[src/include/conv_ctrl_regs.vh]
// register offsets, field positions and constants of the converter trigger and channel control block
//
// Contract
// - trigger source field picks pwm channel 0, 2, 4 or external start pin.
// - channel field codes 0-7 route analog inputs, 8 the band-gap, others reserved.
// - with converter disabled every analog input is disconnected.
// - start pin location bit selects port pin P0.4 (0) or P1.3 (1).
// - a change of start pin location takes effect immediately.
// - clock divider field divides system clock by 1, 2, 4 or 8.
// - trigger type 00 starts on falling edge, 01 on rising edge.
// - trigger type 10 starts at pwm period centre, 11 at period end.
// - trigger source and type act only while hardware trigger select is set.
// - hardware trigger select 0 means only software start bit starts conversions.
// - hardware trigger select 1 allows software start or chosen hardware trigger.
// - while busy, further hardware triggers are dropped silently.
// - converter enable bit powers converter off at 0, on at 1.
// - a hardware trigger start also sets the busy start bit.
// - on completion clear busy, set flag, store 12-bit result, raise interrupt.
// - while completion flag is 1 no new conversion begins.
`ifndef CONV_CTRL_REGS_VH
`define CONV_CTRL_REGS_VH

// register addresses on the 8-bit register port
`define ADDR_CTRL_ZERO    8'hE8
`define ADDR_CTRL_ONE     8'hE1
`define ADDR_RESULT_HI    8'hC3
`define ADDR_RESULT_LO    8'hC2
`define ADDR_INT_STATUS   8'hC4
`define ADDR_INT_MASK     8'hC5

// converter_control_zero fields
`define C0_FLAG_BIT       7
`define C0_BUSY_BIT       6
`define C0_SRC_HI         5
`define C0_SRC_LO         4
`define C0_CHAN_HI        3
`define C0_CHAN_LO        0

// converter_control_one fields
`define C1_UNUSED_BIT     7
`define C1_PINLOC_BIT     6
`define C1_DIV_HI         5
`define C1_DIV_LO         4
`define C1_TYPE_HI        3
`define C1_TYPE_LO        2
`define C1_HWTRIG_BIT     1
`define C1_ENABLE_BIT     0

// reset values
`define RST_CTRL_ZERO     8'h00
`define RST_CTRL_ONE      8'h00
`define RST_BYTE          8'h00

// trigger source codes
`define SRC_PWM_CH0       2'h0
`define SRC_PWM_CH2       2'h1
`define SRC_PWM_CH4       2'h2
`define SRC_START_PIN     2'h3

// trigger type codes
`define TYP_FALL          2'h0
`define TYP_RISE          2'h1
`define TYP_CENTRE        2'h2
`define TYP_END           2'h3

// channel codes
`define CHAN_LAST_PIN     4'h7
`define CHAN_BANDGAP      4'h8
`define CHAN_ONEHOT_W     9

// interrupt status bit positions
`define IRQ_DONE_BIT      0
`define IRQ_TRIG_BIT      1
`define IRQ_W             2

`endif

[src/hdl/conv_trigger_ctrl.v]
// converter control: channel routing, power, clock division, software and hardware start
//
// The address-and-strobe port was left to the implementer.
`timescale 1ns/10ps
`include "conv_ctrl_regs.vh"
module conv_trigger_ctrl #(
   parameter CONV_TICKS = 16,
   parameter RES_W      = 12
) (
   // clock and reset
   input  wire             clk,
   input  wire             reset_n,
   // register port
   input  wire [7:0]       addr,
   input  wire [7:0]       wdata,
   input  wire             wr,
   input  wire             rd,
   output reg  [7:0]       rdata_q,
   // pwm unit
   input  wire             pwm_ch0,
   input  wire             pwm_ch2,
   input  wire             pwm_ch4,
   input  wire             pwm_centre_pulse,
   input  wire             pwm_end_pulse,
   // external start pin candidates
   input  wire             port_p0_4,
   input  wire             port_p1_3,
   // analog converter core
   output wire             converter_power,
   output wire [8:0]       channel_connect,
   output wire             conv_clk_en,
   output reg              conv_start_q,
   input  wire [RES_W-1:0] core_result,
   input  wire             core_done,
   input  wire             core_done_valid,
   // interrupt
   output wire             irq
);

   // control registers
   reg       flag_q;
   reg       busy_q;
   reg [1:0] src_q;
   reg [3:0] chan_q;
   reg       unused_q;
   reg       pinloc_q;
   reg [1:0] div_q;
   reg [1:0] typ_q;
   reg       hwtrig_q;
   reg       enable_q;
   reg [RES_W-1:0]    result_q;
   reg [`IRQ_W-1:0]   int_stat_q;
   reg [`IRQ_W-1:0]   int_mask_q;

   // trigger path
   reg  pin_meta_q;
   reg  pin_sync_q;
   reg  trig_prev_q;
   reg  trig_level;
   reg  hw_event;
   wire pin_raw;

   // conversion sequencing
   localparam ST_IDLE = 2'b01;
   localparam ST_CONV = 2'b10;
   reg [1:0] state_q;
   reg [1:0] state_d;
   reg [7:0] tick_cnt_q;
   wire      conv_tick;
   wire      sw_start;
   wire      start;
   wire      done;
   wire      hw_start;
   wire      converting;

   // last tick index of an internally timed conversion, cut to the counter width on purpose;
   // a tick count above the counter range would wrap, so keep it small
   localparam [31:0] TICKS_32  = CONV_TICKS;
   localparam [7:0]  LAST_TICK = TICKS_32[7:0] - 8'h01;

   // register write decode, shared by the control, flag and interrupt register processes
   wire      wr_ctrl0;
   wire      wr_ctrl1;
   wire      wr_stat;
   wire      wr_mask;
   wire      clr_done;
   wire      clr_trig;

   // read multiplexer output, registered one cycle later
   reg [7:0] rd_mux;

   // one-hot decode of the channel field
   function [`CHAN_ONEHOT_W-1:0] chan_decode;
      input [3:0] code;
      begin
         if (code <= `CHAN_BANDGAP)
            chan_decode = {{(`CHAN_ONEHOT_W-1){1'b0}}, 1'b1} << code;
         else
            chan_decode = {`CHAN_ONEHOT_W{1'b0}};
      end
   endfunction

   // register write decode helper
   function hit;
      input [7:0] a;
      input [7:0] b;
      begin
         hit = (a == b);
      end
   endfunction

   // sticky status bit: a new event wins over a write-one clear in the same cycle,
   // otherwise a clear racing a completion would swallow the event
   function sticky;
      input old;
      input set;
      input clr;
      begin
         sticky = set || (old && !clr);
      end
   endfunction

   // edge of a sampled level in the direction asked for
   function edge_seen;
      input prev;
      input now;
      input rising;
      begin
         edge_seen = rising ? (!prev && now) : (prev && !now);
      end
   endfunction

   // write decode and the hardware-start marker for the status register
   assign wr_ctrl0   = wr && hit(addr, `ADDR_CTRL_ZERO);
   assign wr_ctrl1   = wr && hit(addr, `ADDR_CTRL_ONE);
   assign wr_stat    = wr && hit(addr, `ADDR_INT_STATUS);
   assign wr_mask    = wr && hit(addr, `ADDR_INT_MASK);
   assign clr_done   = wr_stat && wdata[`IRQ_DONE_BIT];
   assign clr_trig   = wr_stat && wdata[`IRQ_TRIG_BIT];
   assign hw_start   = start && !sw_start;
   assign converting = (state_q == ST_CONV);

   // power and channel routing; disabled converter disconnects everything
   assign converter_power = enable_q;
   assign channel_connect = enable_q ? chan_decode(chan_q) : {`CHAN_ONEHOT_W{1'b0}};

   // pin location mux in front of the synchroniser, no deferral
   assign pin_raw = pinloc_q ? port_p1_3 : port_p0_4;

   // two-stage synchroniser; only the second stage is looked at
   always @(posedge clk or negedge reset_n) begin
      if (!reset_n) begin
         pin_meta_q <= 1'b0;
         pin_sync_q <= 1'b0;
      end else begin
         pin_meta_q <= pin_raw;
         pin_sync_q <= pin_meta_q;
      end
   end

   // selected trigger level
   always @* begin
      case (src_q)
         `SRC_PWM_CH0:   trig_level = pwm_ch0;
         `SRC_PWM_CH2:   trig_level = pwm_ch2;
         `SRC_PWM_CH4:   trig_level = pwm_ch4;
         `SRC_START_PIN: trig_level = pin_sync_q;
         default:        trig_level = 1'b0;
      endcase
   end

   // previous level kept every cycle so a source switch can give one spurious edge;
   // software should change the source with the hardware trigger off
   always @(posedge clk or negedge reset_n) begin
      if (!reset_n)
         trig_prev_q <= 1'b0;
      else
         trig_prev_q <= trig_level;
   end

   // trigger condition; centre and end points come only in centre-aligned pwm mode
   always @* begin
      case (typ_q)
         `TYP_FALL:   hw_event = edge_seen(trig_prev_q, trig_level, 1'b0);
         `TYP_RISE:   hw_event = edge_seen(trig_prev_q, trig_level, 1'b1);
         `TYP_CENTRE: hw_event = pwm_centre_pulse;
         `TYP_END:    hw_event = pwm_end_pulse;
         default:     hw_event = 1'b0;
      endcase
   end

   // start decision: software write of 1 to busy bit, or hardware event when selected;
   // both in one cycle make a single start, which is counted as a software one
   assign sw_start = wr_ctrl0 && wdata[`C0_BUSY_BIT];
   assign start    = enable_q && !busy_q && !flag_q &&
                     (sw_start || (hwtrig_q && hw_event));

   // completion from the core, or from the internal tick count when no core reply
   assign done = busy_q && (core_done_valid ? core_done
                                            : (conv_tick && tick_cnt_q == LAST_TICK));

   // converter clock divider
   conv_clk_div #(
      .CNT_W (3)
   ) u_div (
      .clk         (clk),
      .reset_n     (reset_n),
      .run         (enable_q),
      .div_sel     (div_q),
      .conv_tick_q (conv_tick)
   );
   assign conv_clk_en = conv_tick;

   // sequencer next state
   always @* begin
      state_d = state_q;
      case (state_q)
         ST_IDLE: if (start) state_d = ST_CONV;
         ST_CONV: if (done || !enable_q) state_d = ST_IDLE;
         default: state_d = ST_IDLE;
      endcase
   end

   // sequencer state
   always @(posedge clk or negedge reset_n) begin
      if (!reset_n)
         state_q <= ST_IDLE;
      else
         state_q <= state_d;
   end

   // start pulse to the core, one cycle after the start is taken
   always @(posedge clk or negedge reset_n) begin
      if (!reset_n)
         conv_start_q <= 1'b0;
      else
         conv_start_q <= start;
   end

   // converter ticks counted from the start of the current conversion;
   // an aborted conversion leaves the count behind, the next start reloads it
   always @(posedge clk or negedge reset_n) begin
      if (!reset_n)
         tick_cnt_q <= 8'h00;
      else if (start)
         tick_cnt_q <= 8'h00;
      else if (converting && conv_tick)
         tick_cnt_q <= tick_cnt_q + 8'h01;
   end

   // control zero fields written by software
   always @(posedge clk or negedge reset_n) begin
      if (!reset_n) begin
         src_q  <= 2'h0;
         chan_q <= 4'h0;
      end else if (wr_ctrl0) begin
         src_q  <= wdata[`C0_SRC_HI:`C0_SRC_LO];
         chan_q <= wdata[`C0_CHAN_HI:`C0_CHAN_LO];
      end
   end

   // completion flag: completion wins over a software clear in the same cycle
   always @(posedge clk or negedge reset_n) begin
      if (!reset_n)
         flag_q <= 1'b0;
      else if (done)
         flag_q <= 1'b1;
      else if (wr_ctrl0 && !wdata[`C0_FLAG_BIT])
         flag_q <= 1'b0;
   end

   // busy bit: set by any accepted start, dropped on completion or power-down
   // so that a disabled converter reports itself busy for at most one cycle
   always @(posedge clk or negedge reset_n) begin
      if (!reset_n)
         busy_q <= 1'b0;
      else if (start)
         busy_q <= 1'b1;
      else if (done || !enable_q)
         busy_q <= 1'b0;
   end

   // control one
   always @(posedge clk or negedge reset_n) begin
      if (!reset_n) begin
         unused_q <= 1'b0;
         pinloc_q <= 1'b0;
         div_q    <= 2'h0;
         typ_q    <= 2'h0;
         hwtrig_q <= 1'b0;
         enable_q <= 1'b0;
      end else if (wr_ctrl1) begin
         unused_q <= wdata[`C1_UNUSED_BIT];
         pinloc_q <= wdata[`C1_PINLOC_BIT];
         div_q    <= wdata[`C1_DIV_HI:`C1_DIV_LO];
         typ_q    <= wdata[`C1_TYPE_HI:`C1_TYPE_LO];
         hwtrig_q <= wdata[`C1_HWTRIG_BIT];
         enable_q <= wdata[`C1_ENABLE_BIT];
      end
   end

   // result capture on completion
   always @(posedge clk or negedge reset_n) begin
      if (!reset_n)
         result_q <= {RES_W{1'b0}};
      else if (done)
         result_q <= core_result;
   end

   // interrupt status, write one to clear, new events win over the clear
   always @(posedge clk or negedge reset_n) begin
      if (!reset_n) begin
         int_stat_q <= {`IRQ_W{1'b0}};
         int_mask_q <= {`IRQ_W{1'b0}};
      end else begin
         if (wr_mask)
            int_mask_q <= wdata[`IRQ_W-1:0];
         int_stat_q[`IRQ_DONE_BIT] <= sticky(int_stat_q[`IRQ_DONE_BIT], done, clr_done);
         int_stat_q[`IRQ_TRIG_BIT] <= sticky(int_stat_q[`IRQ_TRIG_BIT], hw_start, clr_trig);
      end
   end
   assign irq = |(int_stat_q & int_mask_q);

   // read multiplexer; unmapped addresses read zero
   always @* begin
      case (addr)
         `ADDR_CTRL_ZERO:  rd_mux = {flag_q, busy_q, src_q, chan_q};
         `ADDR_CTRL_ONE:   rd_mux = {unused_q, pinloc_q, div_q, typ_q, hwtrig_q, enable_q};
         `ADDR_RESULT_HI:  rd_mux = result_q[RES_W-1:RES_W-8];
         `ADDR_RESULT_LO:  rd_mux = {4'h0, result_q[3:0]};
         `ADDR_INT_STATUS: rd_mux = {6'h00, int_stat_q};
         `ADDR_INT_MASK:   rd_mux = {6'h00, int_mask_q};
         default:          rd_mux = `RST_BYTE;
      endcase
   end

   // read data one cycle after the strobe and zero otherwise, so a stale value is never seen
   always @(posedge clk or negedge reset_n) begin
      if (!reset_n)
         rdata_q <= `RST_BYTE;
      else if (rd)
         rdata_q <= rd_mux;
      else
         rdata_q <= `RST_BYTE;
   end

endmodule

[src/hdl/conv_clk_div.v]
// programmable divider producing the converter clock enable from the system clock
`timescale 1ns/10ps
module conv_clk_div #(
   parameter CNT_W = 3
) (
   // clock and reset
   input  wire       clk,
   input  wire       reset_n,
   // control
   input  wire       run,
   input  wire [1:0] div_sel,
   // output
   output reg        conv_tick_q
);

   reg  [CNT_W-1:0] cnt_q;
   reg  [CNT_W-1:0] cnt_d;
   wire [CNT_W-1:0] term;

   // terminal count: 2**div_sel - 1 gives divide by 1, 2, 4, 8
   assign term = ({{(CNT_W-1){1'b0}}, 1'b1} << div_sel) - {{(CNT_W-1){1'b0}}, 1'b1};

   // count resets while stopped, so ticks align to the enable; a conversion start does not realign them
   always @* begin
      if (!run || cnt_q >= term)
         cnt_d = {CNT_W{1'b0}};
      else
         cnt_d = cnt_q + {{(CNT_W-1){1'b0}}, 1'b1};
   end

   // tick register
   always @(posedge clk or negedge reset_n) begin
      if (!reset_n) begin
         cnt_q       <= {CNT_W{1'b0}};
         conv_tick_q <= 1'b0;
      end else begin
         cnt_q       <= cnt_d;
         conv_tick_q <= run && (cnt_q >= term);
      end
   end

endmodule

[config.mk]
export PLATFORM = sky130hd
export DESIGN_NAME = conv_trigger_ctrl
export DESIGN_NICKNAME = d
export VERILOG_FILES = /design/src/hdl/conv_trigger_ctrl.v /design/src/hdl/conv_clk_div.v
export VERILOG_INCLUDE_DIRS = /design/src /design/src/include
export SDC_FILE = /design/constraint.sdc
export NUM_CORES = 1
export LEC_CHECK = 0
export ABC_AREA = 1
export BUFFER_PORTS_ARGS = -buffer_cell sky130_fd_sc_hd__clkbuf_2
export CORE_MARGIN = 2
export CORE_UTILIZATION = 61
export CTS_BUF_LIST = sky130_fd_sc_hd__clkbuf_8
export DETAILED_ROUTE_END_ITERATION = 10
export PLACE_DENSITY = 0.95
export SLEW_MARGIN = 20
export SYNTH_ARGS = -nofsm -noshare
export SYNTH_HDL_FRONTEND = slang
export SYNTH_SLANG_ARGS = --single-unit
[constraint.sdc]
create_clock -name clk -period 3.4 [get_ports clk]
set_input_delay 0.68 -clock clk [delete_from_list [all_inputs] [get_ports clk]]
set_output_delay 0.68 -clock clk [all_outputs]
set_load 0.02 [all_outputs]
==> results.sh, run 1 <==
export IMPL_drc=0
export IMPL_post_cts_resized=0
export IMPL_grt_use_total=0.288
export IMPL_cts_hold_buf=0
export IMPL_avgSynthCellArea_um2=8.74
export IMPL_cts_root_buf="clkbuf_8"
export IMPL_endpoint_kind="output port"
export IMPL_worst_setup_path_type="reg -> out"
export IMPL_startpoint="converter_power$_DFFE_PN0P_"
export IMPL_reg2reg_depth=8
export IMPL_cellPowerDensity_nw_per_um2=594
export IMPL_dpl_hpwl_mm=5.13
export IMPL_die_width_um=73.9
export IMPL_regToRegEndpoint="result_q[5]$_DFFE_PN0P_"
export IMPL_arrival_ns=1.42
export IMPL_r2r_start="tick_cnt_q[0]$_DFFE_PN0P_"
export IMPL_gr_total_overflow=0
export IMPL_die_h_um=73.9
export IMPL_cts_inserted_buffers=9
export IMPL_drt_met1_wl_mm=2.77
export IMPL_area_delta_synth_final_pct=19.0
export IMPL_post_layout_nonfiller_instances=481
export IMPL_rsz0062_at_grt="no"
export IMPL_grt_pass1_vias=2607
export IMPL_yosysMostFrequentCell="nand2_1"
export IMPL_synth_area_top_cells="dfrtp_1 48%, nand2_1 9.7%, inv_1 6.3%, nor2_1 3.7%, nand3_1 3.5%"
export IMPL_synth_async_reset_ratio=1.00
export IMPL_syn_nets=387
export IMPL_cts_htree_levels=3
export IMPL_routed_wl_mm=6.89
export IMPL_cp_start_kind="flip-flop"
export IMPL_crit_chain="nand3_1 > nor3_1 > clkbuf_2"
export IMPL_pin_count=62
export IMPL_synth_edff_count=0
export IMPL_yosys_warnings=0
export IMPL_vias=2600
export IMPL_max_freq_mhz=476
export IMPL_critPathRequiredTime_ns=2.72
export IMPL_cp_max_fo=10
export IMPL_insertion_delay_ns=0.33
export IMPL_drive_gt1_frac=0.295
export IMPL_gp_congestion=0.929
export IMPL_final_min_clock_period_ns=2.10
export IMPL_total_power_mw=2.11
export IMPL_met3_length_um=428
export IMPL_cts_tree="done"
export IMPL_wire_per_inst_um=14.3
export IMPL_placed_cells=465
export IMPL_start_util=0.631
export IMPL_synthTopCellsByCount="77 x nand2_1, 57 x dfrtp_1, 50 x inv_1"
export IMPL_clk_path_buf_depth=2
export IMPL_crit_path_top_delay_cell="dfrtp_1"
export IMPL_path_delay_family="flip-flops"
export IMPL_drv_slew=0
export IMPL_r2r_slack_ns=1.47
export IMPL_synthFlopType="dfrtp_1"
export IMPL_drt_pass1_iterations=5
export IMPL_finClkSkew_ns=0.00267
export IMPL_relSlewSlack=0.376
export IMPL_tightest_slew_ns=0.936
export IMPL_synth_seq_area_share=0.488
export IMPL_syn_cell_area_um2=2980
export IMPL_yosysTopAreaCell="dfrtp_1"
export IMPL_setup_viol=0
export IMPL_post_route_period_util=0.618
export IMPL_nets=455
export IMPL_drt_initial_drc_count=191
export IMPL_io_buffers=61
export IMPL_leakage_nw=1.91
export IMPL_top_layer_used="met4"
export IMPL_critPathBufInv=1
export IMPL_dr_wl_met2_mm=3.50
export IMPL_min_path_type="reg -> reg"
export IMPL_vdd_drop_max_uv=351
export IMPL_post_cts_setup_buffer_count=0
export IMPL_hold_viol=0
export IMPL_path_clk_slew_ns=0.06
export IMPL_yosysUniqueCellTypes=37
export IMPL_yosysTopAreaCellShare=0.479
export IMPL_synthCells=341
export IMPL_antenna_left=0
export IMPL_core_rowCount=25
export IMPL_cp_slowest_stage_delay_ns=0.54
export IMPL_whs_endpoint="pin_sync_q$_DFF_PN0_"
export IMPL_antenna_found_initial=0
export IMPL_grt_max_degree=39
export IMPL_min_path_cells=0
export IMPL_n_antenna_cell=0
export IMPL_fp_coreArea_um2=4720
export IMPL_min_from="pin_meta_q$_DFF_PN0_"
export IMPL_synth_seq_cells=58
export IMPL_cts_sinks=58
export IMPL_grt_pass1_wl_mm=11.6
export IMPL_viasPerCell=5.41
export IMPL_design_die_area_um2=5460
export IMPL_post_route_util=0.751
export IMPL_finalSetupTns_ns=0
export IMPL_status="finished clean"
export IMPL_drv_cap=0
## registers in the layout, indices dropped and copies added (netlist names)
register	count
unused_q	1
chan_q	4
state_q	2
int_stat_q	2
int_mask_q	2
rdata_q	8
conv_start_q	1
div_q	2
trig_prev_q	1
converter_power	1
u_div.cnt_q	3
pin_sync_q	1
pinloc_q	1
pin_meta_q	1
flag_q	1
typ_q	2
src_q	2
busy_q	1
hwtrig_q	1
tick_cnt_q	8
u_div.conv_tick_q	1
result_q	12
## per-layer routing
| layer | vias to the layer above | track usage |
|---|---|---|
| met5 | - | 0 |
| met4 | 0 | 0.125 |
| met3 | 25 | 0.0631 |
| met2 | 112 | 0.488 |
| met1 | 1239 | 0.351 |
| li1 | 1224 | - |
## cell usage in the layout, fill, tap and decap left out, types with 2 or more instances in the layout
cell type   n
o221ai_1    3
inv_2       3
nor2_8      2
nand2_1    77
clkbuf_2   61
nor2_1     29
dfrtp_1    57
ha_1        5
nand2_2     2
nand4_1     4
o21ai_1     8
o21ai_2    12
nand2_4     5
clkbuf_8   13
inv_1      52
o22ai_1     3
o21ai_0    13
nor3_4      2
a21oi_1     4
xor2_1      6
nor2_4      2
nand3_1    21
a31oi_1     2
nor2_2      9
nand3_2     4
nor3_1      2
buf_4       2
## cell families (layout without fill, tap and decap cells)
kind of cell,count (synthesis),in the layout,share of synthesized area
fa+ha+maj,5,5,0.0210
flops,58,58,0.488
simple gates,161,161,0.273
buf+inv,60,133,0.0878
compound gates,50,50,0.110
xor+xnor,7,7,0.0206
## worst max-delay path by stage
stage | endpoint | slack (ns) | cells past startpoint
final | channel_connect[8] | 1.30 | 3
after global routing | channel_connect[8] | 1.20 | 3
after CTS | channel_connect[8] | 1.33 | 3
after detailed placement | result_q[5]$_DFFE_PN0P_ | 1.36 | 7
after global placement | result_q[4]$_DFFE_PN0P_ | 1.41 | 7
after floorplan | channel_connect[8] | 1.50 | 3
## worst register-to-register path: stages (launching register included)
cell,delay [ns]
dfrtp_1,0.41
ha_1,0.22
nand2_1,0.09
nor2_1,0.04
nand4_1,0.06
a21o_1,0.59
buf_4,0.32
nand2_1,0.08
o21ai_2,0.05
## power by group
group          switching [mW]  leakage [nW]  internal (mW)  total (mW)
combinational           0.265          1.11          0.189       0.454
clock                   0.260         0.118          0.413       0.673
sequential              0.131         0.681          0.848       0.979
## through the flow
stage | hold slack [ns] | instance area (um2) | setup slack, ns
2_1_floorplan | 0.331 | 2980 | 1.50
5_1_grt | 0.365 | 3550 | 1.20
6_report | 0.352 | 3550 | 1.30
3_5_place_dp | 0.343 | 3330 | 1.36
4_1_cts | 0.357 | 3550 | 1.33
3_3_place_gp | 0.334 | 3330 | 1.41
## layout make-up
cell class,instances,area [um2]
clock inverter,3,37.5
tap,67,83.8
sequential,58,1450
clock buffer,13,179
timing repair buffer,63,320
fill,325,1180
multi-input combinational,223,1260
inverter,54,208
Note: power is estimated with default switching activity, not from simulation.
==> run 2: changes to the inputs <==
--- a/config.mk
+++ b/config.mk
@@ -9,10 +9,10 @@
 export ABC_AREA = 1
 export BUFFER_PORTS_ARGS = -buffer_cell sky130_fd_sc_hd__clkbuf_2
 export CORE_MARGIN = 2
-export CORE_UTILIZATION = 61
+export CORE_UTILIZATION = 51
 export CTS_BUF_LIST = sky130_fd_sc_hd__clkbuf_8
 export DETAILED_ROUTE_END_ITERATION = 10
-export PLACE_DENSITY = 0.95
+export PLACE_DENSITY = 0.85
 export SLEW_MARGIN = 20
 export SYNTH_ARGS = -nofsm -noshare
 export SYNTH_HDL_FRONTEND = slang
==> constraint.sdc (replaced) <==
create_clock -name clk -period 1.69 [get_ports clk]
set_input_delay 0.338 -clock clk [delete_from_list [all_inputs] [get_ports clk]]
set_output_delay 0.338 -clock clk [all_outputs]
set_load 0.02 [all_outputs]
==> results.sh, run 2 (synthesized netlist as in run 1, its figures left out) <==
export IMPL_status="finished clean"
export IMPL_path_clk_slew_ns=0.06
export IMPL_arrival_ns=1.31
export IMPL_io_buffers=61
export IMPL_grt_max_degree=59
export IMPL_fp_coreArea_um2=5570
export IMPL_routed_wl_mm=6.37
export IMPL_n_antenna_cell=0
export IMPL_cts_root_buf="clkbuf_8"
export IMPL_rsz0062_at_grt="no"
export IMPL_reg_top3="result_q x12, rdata_q x8, tick_cnt_q x8"
export IMPL_design_die_area_um2=6470
export IMPL_clk_path_buf_depth=2
export IMPL_final_common_cell="nand2_1"
export IMPL_die_width_um=80.4
export IMPL_drt_initial_drc_count=129
export IMPL_dpl_cell_area_um2=3380
export IMPL_vdd_drop_max_uv=702
export IMPL_finalSetupTns_ns=0
export IMPL_timing_hold_ws_ns=0.0123
export IMPL_pin_count=62
export IMPL_die_h_um=80.4
export IMPL_grt_pass1_vias=2452
export IMPL_finClkSkew_ns=0.00793
export IMPL_largest_register_ff_count=12
export IMPL_antenna_found_initial=0
export IMPL_worst_setup_path_type="reg -> out"
export IMPL_cts_inserted_buffers=9
export IMPL_dpl_hpwl_mm=4.78
export IMPL_grt_use_total=0.222
export IMPL_insertion_delay_ns=0.33
export IMPL_cp_start_kind="flip-flop"
export IMPL_setup_viol=0
export IMPL_fill_cells=449
export IMPL_ff_latch_area_um2=1450
export IMPL_wire_per_inst_um=13.1
export IMPL_r2r_slack_ns=0.17
export IMPL_gp_congestion=0.809
export IMPL_relSlewSlack=0.775
export IMPL_layout_common_cells="75 x nand2_1, 58 x clkbuf_2, 57 x dfrtp_1, 50 x inv_1, 29 x nor2_1"
export IMPL_cts_sinks=58
export IMPL_antenna_left=0
export IMPL_drc=0
export IMPL_grt_pass1_wl_mm=10.7
export IMPL_cts_htree_levels=3
export IMPL_endpoint_kind="output port"
export IMPL_post_route_period_util=0.976
export IMPL_tightest_slew_ns=0.337
export IMPL_start_util=0.534
export IMPL_cp_max_fo=5
export IMPL_core_rowCount=27
export IMPL_cts_tree="done"
export IMPL_max_freq_mhz=606
export IMPL_vias=2507
export IMPL_leakage_nw=1.93
export IMPL_hold_viol=0
export IMPL_gr_total_overflow=0
export IMPL_design_area_um2=3600
export IMPL_largest_register="result_q"
export IMPL_drt_pass1_iterations=4
export IMPL_final_min_clock_period_ns=1.65
export IMPL_drv_cap=0
export IMPL_nets=458
export IMPL_cellPowerDensity_nw_per_um2=1130
export IMPL_drv_slew=0
export IMPL_min_path_type="in -> async"
export IMPL_drive_gt1_frac=0.313
export IMPL_area_delta_synth_final_pct=20.7
export IMPL_viasPerCell=5.14
export IMPL_critPathRequiredTime_ns=1.35
export IMPL_multi_input_area_um2=1290
## run 2: final timing paths
check | depth (start not counted) | from | endpoint
min in group clk | 3 | port_p1_3 | pin_meta_q$_DFF_PN0_
max in group asynchronous | 2 | reset_n | state_q[0]$_DFFE_PN1P_
worst max-delay path | 4 | chan_q[3]$_DFFE_PN0P_ | channel_connect[7]
worst min register to register | 0 | pin_meta_q$_DFF_PN0_ | pin_sync_q$_DFF_PN0_
worst min-delay path | 2 | reset_n | pinloc_q$_DFFE_PN0P_
worst max register to register | 9 | tick_cnt_q[0]$_DFFE_PN0P_ | state_q[0]$_DFFE_PN1P_
## run 2: final cells by class
| type | count | area share |
|---|---|---|
| Timing Repair Buffer | 66 | 0.104 |
| Inverter | 54 | 0.0577 |
| Multi-Input combinational cell | 223 | 0.358 |
| Clock inverter | 5 | 0.0132 |
| Tap cell | 72 | 0.0250 |
| Clock buffer | 10 | 0.0383 |
| Sequential cell | 58 | 0.404 |
## run 2: report_power, final
part	internal (mW)	total (mW)	switching, mW
Combinational	0.398	0.917	0.519
Sequential	1.71	1.96	0.252
Clock	0.696	1.20	0.504
Total	2.80	4.08	1.28
## run 2: layer usage
| metal | GRT usage | wire length (um) | up-vias |
|---|---|---|---|
| met3 | 0.0618 | 360 | 14 |
| li1 | - | - | 1227 |
| met4 | 0.0983 | 121 | 0 |
| met2 | 0.383 | 3200 | 75 |
| met5 | 0 | 0 | - |
| met1 | 0.258 | 2680 | 1191 |
## run 2: repair_timing
action,4_1_cts,5_1_grt
cloned,0,0
setup endpoints to repair,1,8
hold buffers,0,0
hold endpoints to repair,0,0
setup buffers,0,1
resized for setup,3,9
## run 2: critical path, stage by stage, from the launching register on
cell and delay (ns):
dfrtp_1 0.36, inv_1 0.17, nand2_2 0.12, nor2_1 0.15, clkbuf_2 0.19
## run 2: per-stage QoR
step,power [mW],setup WS (ns),cells,utilization
2_1_floorplan,2.59,0.129,341,-
3_3_place_gp,2.82,0.222,472,0.606
3_5_place_dp,2.88,0.190,472,0.606
4_1_cts,4.10,0.0235,487,0.641
5_1_grt,4.33,0.00000122,488,0.645
6_report,4.08,0.0404,488,0.645
